**src/ccdt_regs.svh**
```systemverilog
`ifndef CCDT_REGS_SVH
`define CCDT_REGS_SVH
// Notes on behaviour
// - Count PCI cycle starts without read hit; discard allowed once count reaches limit.
// - Transfer-limit register bits 15:8 are reserved and read as zero.
// - Miss-limit check waits until the minimum clock count passes without a hit.
// - Discard cached data once the maximum clock count passes without a hit.
// - Bits 15:12 of minimum and maximum timer registers read as zero.
// - All three thresholds return to defaults on any of the three resets.
// - Three 16-bit config registers at EAh, ECh, EEh in that order.
// - With no-caching policy, discard remaining data after first data returned.

// ----------------------------------------------------------------
// Register offsets
// ----------------------------------------------------------------
`define CCDT_XFR_LIMIT_OFS   8'h00EA
`define CCDT_TMR_MIN_OFS     8'h00EC
`define CCDT_TMR_MAX_OFS     8'h00EE

// ----------------------------------------------------------------
// Field widths and reset values
// ----------------------------------------------------------------
`define CCDT_XFR_W           8
`define CCDT_TMR_W           12
`define CCDT_XFR_RST         8'h08
`define CCDT_TMR_MIN_RST     12'h07F
`define CCDT_TMR_MAX_RST     12'h1C0
`define CCDT_POLICY_NONE     2'h0
`endif

```
**src/ccdt_pkg.sv**
```systemverilog
package ccdt_pkg;
  // Configuration access from the bridge's config space decoder
  typedef struct packed {
    logic        wr;
    logic        rd;
    logic [7:0]  addr;
    logic [15:0] wdata;
    logic [1:0]  be;
  } ccdt_cfg_req_t;

  // Cache activity seen from the PCI side
  typedef struct packed {
    logic valid;
    logic read_hit;
    logic cycle_start;
    logic data_returned;
  } ccdt_cache_ev_t;

  typedef enum logic [1:0] {CCDT_EMPTY, CCDT_HELD} ccdt_state_t;
endpackage : ccdt_pkg

```
**src/ccdt_discard_timer.sv**
```systemverilog
`timescale 1ns/1ns
`include "ccdt_regs.svh"
module ccdt_discard_timer (
  input  wire logic                    clk,             // Clock 125 MHz
  input  wire logic                    rst,             // Async reset, all three reset sources ORed
  input  wire ccdt_pkg::ccdt_cfg_req_t cfg_req,         // Config access request
  output logic [15:0]                  cfg_rdata,       // Config read data
  output logic                         cfg_hit,         // Address maps to this block
  input  wire ccdt_pkg::ccdt_cache_ev_t cache_ev,       // Cache activity
  input  wire logic [1:0]              completion_caching_policy, // Cache mode
  output logic                         discard,         // Discard pulse
  output logic                         holding          // Cache entry held
);
  import ccdt_pkg::*;

  // ----------------------------------------------------------------
  // Threshold registers
  // ----------------------------------------------------------------
  logic [`CCDT_XFR_W-1:0] idle_cycle_start_threshold_q;
  logic [`CCDT_TMR_W-1:0] tmr_min_q;
  logic [`CCDT_TMR_W-1:0] tmr_max_q;

  wire logic sel_xfr = cfg_req.addr == `CCDT_XFR_LIMIT_OFS;
  wire logic sel_min = cfg_req.addr == `CCDT_TMR_MIN_OFS;
  wire logic sel_max = cfg_req.addr == `CCDT_TMR_MAX_OFS;
  wire logic wr_lo   = cfg_req.wr && cfg_req.be[0];
  wire logic wr_hi   = cfg_req.wr && cfg_req.be[1];

  assign cfg_hit = sel_xfr || sel_min || sel_max;

  always_ff @(posedge clk or posedge rst) begin
    if (rst) begin
      idle_cycle_start_threshold_q <= `CCDT_XFR_RST;
      tmr_min_q                    <= `CCDT_TMR_MIN_RST;
      tmr_max_q                    <= `CCDT_TMR_MAX_RST;
    end else begin
      if (sel_xfr && wr_lo) idle_cycle_start_threshold_q <= cfg_req.wdata[7:0];
      if (sel_min && wr_lo) tmr_min_q[7:0]  <= cfg_req.wdata[7:0];
      if (sel_min && wr_hi) tmr_min_q[11:8] <= cfg_req.wdata[11:8];
      if (sel_max && wr_lo) tmr_max_q[7:0]  <= cfg_req.wdata[7:0];
      if (sel_max && wr_hi) tmr_max_q[11:8] <= cfg_req.wdata[11:8];
    end
  end

  // ----------------------------------------------------------------
  // Read path
  // ----------------------------------------------------------------
  // Reserved upper bits are tied to zero here, never stored
  wire logic [15:0] rd_mux = sel_xfr ? {8'h00, idle_cycle_start_threshold_q} :
                             sel_min ? {4'h0, tmr_min_q} :
                             sel_max ? {4'h0, tmr_max_q} :
                             16'h0000;

  always_ff @(posedge clk or posedge rst) begin
    if (rst) begin
      cfg_rdata <= 16'h0000;
    end else if (cfg_req.rd) begin
      cfg_rdata <= rd_mux;
    end
  end

  // ----------------------------------------------------------------
  // Register checks
  // ----------------------------------------------------------------
  a_rdata_hold: assert property (@(posedge clk) disable iff (rst)
    !$past(cfg_req.rd) |-> $stable(cfg_rdata))
    else $error("read data changed without a read");

  a_xfr_write: assert property (@(posedge clk) disable iff (rst)
    (cfg_req.wr && cfg_req.be[0] && sel_xfr)
      |=> idle_cycle_start_threshold_q == $past(cfg_req.wdata[7:0]))
    else $error("transfer limit write not taken");

  a_min_write: assert property (@(posedge clk) disable iff (rst)
    (cfg_req.wr && cfg_req.be[1] && sel_min)
      |=> tmr_min_q[11:8] == $past(cfg_req.wdata[11:8]))
    else $error("minimum timer upper write not taken");

  a_max_write: assert property (@(posedge clk) disable iff (rst)
    (cfg_req.wr && cfg_req.be[0] && sel_max)
      |=> tmr_max_q[7:0] == $past(cfg_req.wdata[7:0]))
    else $error("maximum timer lower write not taken");

  a_unmapped_zero: assert property (@(posedge clk) disable iff (rst)
    ($past(cfg_req.rd) && !$past(cfg_hit)) |-> cfg_rdata == 16'h0000)
    else $error("unmapped read not zero");

  a_xfr_read: assert property (@(posedge clk) disable iff (rst)
    $past(cfg_req.rd && sel_xfr) |-> cfg_rdata[7:0] == $past(idle_cycle_start_threshold_q))
    else $error("transfer limit read wrong");

  // ----------------------------------------------------------------
  // Entry state and counters
  // ----------------------------------------------------------------
  ccdt_state_t            state_q;
  logic [`CCDT_TMR_W-1:0] clk_cnt_q;
  logic [`CCDT_XFR_W-1:0] start_cnt_q;

  wire logic ev       = cache_ev.valid;
  wire logic hit      = ev && cache_ev.read_hit;
  wire logic no_cache = completion_caching_policy == `CCDT_POLICY_NONE;
  wire logic held     = state_q == CCDT_HELD;

  // ----------------------------------------------------------------
  // Discard decision
  // ----------------------------------------------------------------
  // A hit in the same cycle wins over any timeout
  wire logic min_met   = clk_cnt_q >= tmr_min_q;
  wire logic xfr_met   = start_cnt_q >= idle_cycle_start_threshold_q;
  wire logic miss_lim  = min_met && xfr_met;
  wire logic max_met   = clk_cnt_q >= tmr_max_q;
  wire logic nc_dump   = no_cache && ev && cache_ev.data_returned;
  wire logic timed_out = !no_cache && !hit && (miss_lim || max_met);

  assign discard = held && (nc_dump || timed_out);
  assign holding = held;

  // ----------------------------------------------------------------
  // Idle counters
  // ----------------------------------------------------------------
  // Saturation keeps a stale entry discardable after a long idle spell
  wire logic cnt_clr = !held || hit || discard;

  ccdt_sat_counter #(.W(`CCDT_TMR_W)) u_clk_cnt (
    .clk   (clk),
    .rst   (rst),
    .clr   (cnt_clr),
    .inc   (1'b1),
    .cnt_q (clk_cnt_q)
  );

  ccdt_sat_counter #(.W(`CCDT_XFR_W)) u_start_cnt (
    .clk   (clk),
    .rst   (rst),
    .clr   (cnt_clr),
    .inc   (ev && cache_ev.cycle_start && !cache_ev.read_hit),
    .cnt_q (start_cnt_q)
  );

  // ----------------------------------------------------------------
  // Entry state
  // ----------------------------------------------------------------
  // Entry becomes held when completion data lands in the cache (data_returned outside hold)
  always_ff @(posedge clk or posedge rst) begin
    if (rst) begin
      state_q <= CCDT_EMPTY;
    end else begin
      unique case (state_q)
        CCDT_EMPTY: if (ev && cache_ev.data_returned && !no_cache) state_q <= CCDT_HELD;
        CCDT_HELD:  if (discard) state_q <= CCDT_EMPTY;
        default:    state_q <= CCDT_EMPTY;
      endcase
    end
  end

  // ----------------------------------------------------------------
  // Checks
  // ----------------------------------------------------------------
  a_xfr_rsvd_zero: assert property (@(posedge clk) disable iff (rst)
    $past(cfg_req.rd && sel_xfr) |-> cfg_rdata[15:8] == 8'h00)
    else $error("transfer limit reserved bits not zero");

  a_tmr_rsvd_zero: assert property (@(posedge clk) disable iff (rst)
    $past(cfg_req.rd && (sel_min || sel_max)) |-> cfg_rdata[15:12] == 4'h0)
    else $error("timer reserved bits not zero");

  a_no_early_disc: assert property (@(posedge clk) disable iff (rst)
    (discard && !no_cache && !max_met) |-> (clk_cnt_q >= tmr_min_q && xfr_met))
    else $error("discard before minimum time or start count");

  a_max_discard: assert property (@(posedge clk) disable iff (rst)
    (held && !no_cache && !hit && clk_cnt_q >= tmr_max_q) |-> discard)
    else $error("no discard at maximum time");

  a_hit_restart: assert property (@(posedge clk) disable iff (rst)
    (held && hit && !discard) |=> (clk_cnt_q == 12'h000 && start_cnt_q == 8'h00))
    else $error("counters not restarted on hit");

  a_nocache_dump: assert property (@(posedge clk) disable iff (rst)
    (held && no_cache && ev && cache_ev.data_returned) |-> discard ##1 !held)
    else $error("no-cache data not discarded");

  a_disc_clears: assert property (@(posedge clk) disable iff (rst)
    discard |=> (state_q == CCDT_EMPTY && clk_cnt_q == 12'h000))
    else $error("discard did not clear entry");

  a_start_count: assert property (@(posedge clk) disable iff (rst)
    (held && !discard && ev && cache_ev.cycle_start && !cache_ev.read_hit && start_cnt_q != 8'hFF)
      |=> start_cnt_q == $past(start_cnt_q) + 8'h01)
    else $error("cycle start not counted");

  // ----------------------------------------------------------------
  // Counter and discard checks
  // ----------------------------------------------------------------
  a_min_gate: assert property (@(posedge clk) disable iff (rst)
    (held && !no_cache && clk_cnt_q < tmr_min_q && clk_cnt_q < tmr_max_q) |-> !discard)
    else $error("discard before minimum time");

  a_xfr_gate: assert property (@(posedge clk) disable iff (rst)
    (held && !no_cache && !xfr_met && clk_cnt_q < tmr_max_q) |-> !discard)
    else $error("discard before start count reached");

  a_miss_discard: assert property (@(posedge clk) disable iff (rst)
    (held && !no_cache && !hit && min_met && xfr_met) |-> discard)
    else $error("no discard at miss limit");

  a_hit_blocks: assert property (@(posedge clk) disable iff (rst)
    (held && !no_cache && hit) |-> !discard)
    else $error("discard in a hit cycle");

  a_clk_count: assert property (@(posedge clk) disable iff (rst)
    (held && !discard && !hit && clk_cnt_q != 12'hFFF)
      |=> clk_cnt_q == $past(clk_cnt_q) + 12'h001)
    else $error("clock cycle not counted");

  a_fill_hold: assert property (@(posedge clk) disable iff (rst)
    (!held && ev && cache_ev.data_returned && !no_cache)
      |=> (held && clk_cnt_q == 12'h000 && start_cnt_q == 8'h00))
    else $error("fill did not start a clean hold");

  a_nocache_idle: assert property (@(posedge clk) disable iff (rst)
    (!held && no_cache) |=> !held)
    else $error("entry held with caching off");

  a_empty_quiet: assert property (@(posedge clk) disable iff (rst)
    !held |-> !discard)
    else $error("discard without a held entry");
endmodule : ccdt_discard_timer

```
**src/ccdt_sat_counter.sv**
```systemverilog
`timescale 1ns/1ns
// Saturating counter with clear; stops at all ones
module ccdt_sat_counter #(
  parameter int W = 12
) (
  input  wire logic         clk,   // Clock
  input  wire logic         rst,   // Async reset
  input  wire logic         clr,   // Synchronous clear
  input  wire logic         inc,   // Count enable
  output logic [W-1:0]      cnt_q  // Count value
);
  wire logic sat = &cnt_q;

  always_ff @(posedge clk or posedge rst) begin
    if (rst) begin
      cnt_q <= '0;
    end else if (clr) begin
      cnt_q <= '0;
    end else if (inc && !sat) begin
      cnt_q <= cnt_q + W'(1);
    end
  end
endmodule : ccdt_sat_counter

```
**config.mk**
```make
export PLATFORM = sky130hd
export DESIGN_NAME = ccdt_discard_timer
export DESIGN_NICKNAME = d
export VERILOG_FILES = /design/src/ccdt_pkg.sv /design/src/ccdt_discard_timer.sv /design/src/ccdt_sat_counter.sv
export VERILOG_INCLUDE_DIRS = /design/src
export SDC_FILE = /design/constraint.sdc
export NUM_CORES = 1
export LEC_CHECK = 0
export ABC_AREA = 0
export ABC_CLOCK_PERIOD_IN_PS = 5000
export CORE_MARGIN = 5
export CORE_UTILIZATION = 35
export CTS_CLUSTER_DIAMETER = 30
export CTS_CLUSTER_SIZE = 14
export DETAILED_ROUTE_END_ITERATION = 7
export DONT_BUFFER_PORTS = 1
export PLACE_DENSITY = 0.54
export SLEW_MARGIN = 20
export SYNTH_ARGS = -nofsm -noshare
export SYNTH_HDL_FRONTEND = slang
export SYNTH_HIERARCHICAL = 1
export SYNTH_SLANG_ARGS = --single-unit
```
**constraint.sdc**
```tcl
create_clock -name clk -period 5 [get_ports clk]
set_input_delay 0.5 -clock clk [delete_from_list [all_inputs] [get_ports clk]]
set_output_delay 0.5 -clock clk [all_outputs]
set_load 0.02 [all_outputs]
```
==> flow_summary.toml <==
[placed_design]
port_buffer_cells = 0
dpl-instance-area_um2 = 4070
finalWeightedCongestion = 0.738
hpwlAfterDp_mm = 6.62

[detailed_routing]
drt_first_iter_violations = 129
drc_errors = 0
drt_first_pass_iters = 4
vias = 2871
totalWireLength_mm = 8.56
final_antenna_net_count = 0
vias_per_inst = 5.21
post_drt_wl_per_cell_um = 15.5

[critical_path]
worst_setup_path_start_kind = "flip-flop"
worst-setup-path-type = "flip-flop to output pin"
crit_path_max_fanout = 3
cp.required_ps = 4500
critPathArrivalTime_ps = 2730
crit_path_end_kind = "output pin"
regToRegSetupSlack_ps = 2150

[clock_tree]
clock_path_buffers = 2
tritoncts = "done"
buffer_cell_driving_the_clock_tree_root = "sky130_fd_sc_hd__clkbuf_16"
clk_latency_worst_skew_pair_ps = 330
cts.sinks = 65
tritoncts.num_buffers = 9
htree_levels = 3
clk_pin_slew_ps = 60
cts.repair_timing.setup_buffer_count = 0
postCtsHoldBufs = 0
resized_cells_post_cts = 0

[timing]
timing.max_slew.rel_slack_pct = 38.2
tightest_slew_ps = 928
report.final.slew_viol_count = 0
rsz0062_at_grt = "no"
finalSetupViolCount = 0
post-route-min-period_ps = 3230
final.period_utilization_pct = 64.6
setup-tns-final_ps = 0
fmax_ghz = 0.310
hold_viol_final = 0
worst_clock_skew_ps = 7.02

[pwr]
vdd.ir_drop.worst_mv = 0.301
total_chip_power_mw = 1.36
power.leakage_nw = 2.03
power_density_nw_per_um2 = 307

[logic_synthesis]
synthesis.area_um2 = 3960
synth_compound_gate_area_share_pct = 14.7
post_synth_and_or_nand_nor_area_fraction_pct = 15.8
synth_top_cell_by_area = "sky130_fd_sc_hd__dfrtp_1"
synth.mux.area_fraction_pct = 9.66
postSynth.topFlopCell = "sky130_fd_sc_hd__dfrtp_1"
synth_adder_area_share_pct = 10.7
syn_avg_cell_area_um2 = 9.86
number_of_different_library_cells_in_the_post_synthesis_netlist = 65
synth_async_sr_flop_share_pct = 100
yosysTopAreaCellShare_pct = 34.1
postSynthCellCount = 402
yosys_register_bits = 65
ys_warn_count = 6
yosysSeqAreaShare_pct = 41.4
synth_top_cells_by_area = "sky130_fd_sc_hd__dfrtp_1, sky130_fd_sc_hd__ha_1, sky130_fd_sc_hd__dfstp_2"
synth_top_family_by_area = "simple AND/OR/NAND/NOR gates"
synthXorXnorAreaFrac_pct = 0.442
synth_edf_count = 0

[global_route]
grt_pass1_vias = 3006
grtUsageTotal_pct = 14.0
grt_max_degree = 46
grt.overflow.total = 0
grt_pass1_wl_mm = 14.7
antenna_found_initial = 0

[floorplan]
core_area_um2 = 11000
floorplan.die.width_um = 116
fp.dieArea_um2 = 13600
chipHeight_um = 116
cell_row_count = 38
top_level_ports = 55
initial_utilization_pct = 36.1

[final_layout]
fraction_of_layout_cells_with_a_size_suffix_above_1_pct = 15.8
final_area_um2 = 4420
num_antenna_cells = 0
area_delta_synth_final_pct = 11.6
nNetsFinal = 476
layout.filler_cells = 1097
final_common_cell = "sky130_fd_sc_hd__dfrtp_1"
final_cell_mix = "sky130_fd_sc_hd__dfrtp_1, sky130_fd_sc_hd__inv_1, sky130_fd_sc_hd__ha_1"

[status]
run_status = "completed"

[flow_run]
drv.max_cap_violation_count = 0

[hold_path]
min-delay-path-class = "input port to asynchronous set/reset pin"
-- Yosys cell counts, types with 7 or more instances --
library cell,number
sky130_fd_sc_hd__a21o_1,7
sky130_fd_sc_hd__a21oi_1,31
sky130_fd_sc_hd__buf_4,9
sky130_fd_sc_hd__dfrtp_1,54
sky130_fd_sc_hd__dfstp_2,11
sky130_fd_sc_hd__ha_1,34
sky130_fd_sc_hd__inv_1,46
sky130_fd_sc_hd__mux2_2,20
sky130_fd_sc_hd__mux2i_1,9
sky130_fd_sc_hd__nand2_1,25
sky130_fd_sc_hd__nand3_1,11
sky130_fd_sc_hd__nor2_1,25
sky130_fd_sc_hd__o21ai_0,23
-- path summary, 6_finish.rpt --
path	depth (start not counted)	to	startpoint
worst max-delay path	7	discard	tmr_min_q[3]
worst min-delay path	1	u_start_cnt/cnt_q[0]	rst
worst max register to register	10	u_start_cnt/cnt_q[1]	u_clk_cnt/cnt_q[2]
worst min register to register	1	tmr_min_q[11]	tmr_min_q[11]
max in group asynchronous	1	tmr_min_q[8]	rst
min in group clk	1	cfg_rdata[5]	cfg_req[26]
-- worst max-delay path, cell delays in order (launching register included) --
cell and delay [ps]:
sky130_fd_sc_hd__dfstp_2 530, sky130_fd_sc_hd__inv_1 50, sky130_fd_sc_hd__ha_1 260, sky130_fd_sc_hd__o21ai_0 90
sky130_fd_sc_hd__a2111oi_1 450, sky130_fd_sc_hd__a2111oi_1 110, sky130_fd_sc_hd__o221a_2 360, sky130_fd_sc_hd__o21ai_0 550
-- where the power goes --
part           internal [mW]  switching [mW]  leakage [nW]
Clock                  0.486           0.237         0.162
Combinational         0.0284          0.0462          1.04
Sequential             0.542          0.0171         0.826
Total                   1.06           0.300          2.03
-- cells by family (layout without fill, tap and decap cells) --
group                      after synthesis  in the layout
AOI/OAI and AO/OA                       92             92
xor gates and xnor gates                 2              2
adders and majority gates               34             34
buffers and inverters                   62             63
DFF                                     65             65
muxes                                   35             35
other                                    2             10
and+or+nand+nor                        110            110
-- metal layers --
layer | GRT usage (%) | part of all wire [%]
met1 | 17.9 | 46
met2 | 22.0 | 45
met3 | 5.03 | 7.2
met4 | 4.87 | 1.0
met5 | 0 | 0
-- state kept, by name (all words and copies together) (netlist names) --
register / flops
cfg_rdata: 12
tmr_max_q: 12
tmr_min_q: 12
u_clk_cnt/cnt_q: 12
idle_cycle_start_threshold_q: 8
u_start_cnt/cnt_q: 8
state_q: 1
-- metrics by stage --
stage          worst slack (ps)  hold WS (ps)  std cells  util, %
3_5_place_dp               2140           375        535     37.0
6_report                   1770          8.33        551     40.3
2_1_floorplan              2300           316        410        -
4_1_cts                    1760          14.6        551     40.2
5_1_grt                    1560          30.2        551     40.3
3_3_place_gp               2110           381        535     37.0
-- final cells by class --
| cell class | count | area [um^2] | share of cell area, % |
|---|---|---|---|
| Multi-Input combinational cell | 283 | 2080 | 47.1 |
| Sequential cell | 65 | 1640 | 37.1 |
| Clock buffer | 9 | 225 | 5.09 |
| Tap cell | 140 | 175 | 3.96 |
| Inverter | 46 | 173 | 3.90 |
| Clock inverter | 7 | 119 | 2.69 |
| Timing Repair Buffer | 1 | 7.51 | 0.170 |
Power figures use the tool's default switching activity.
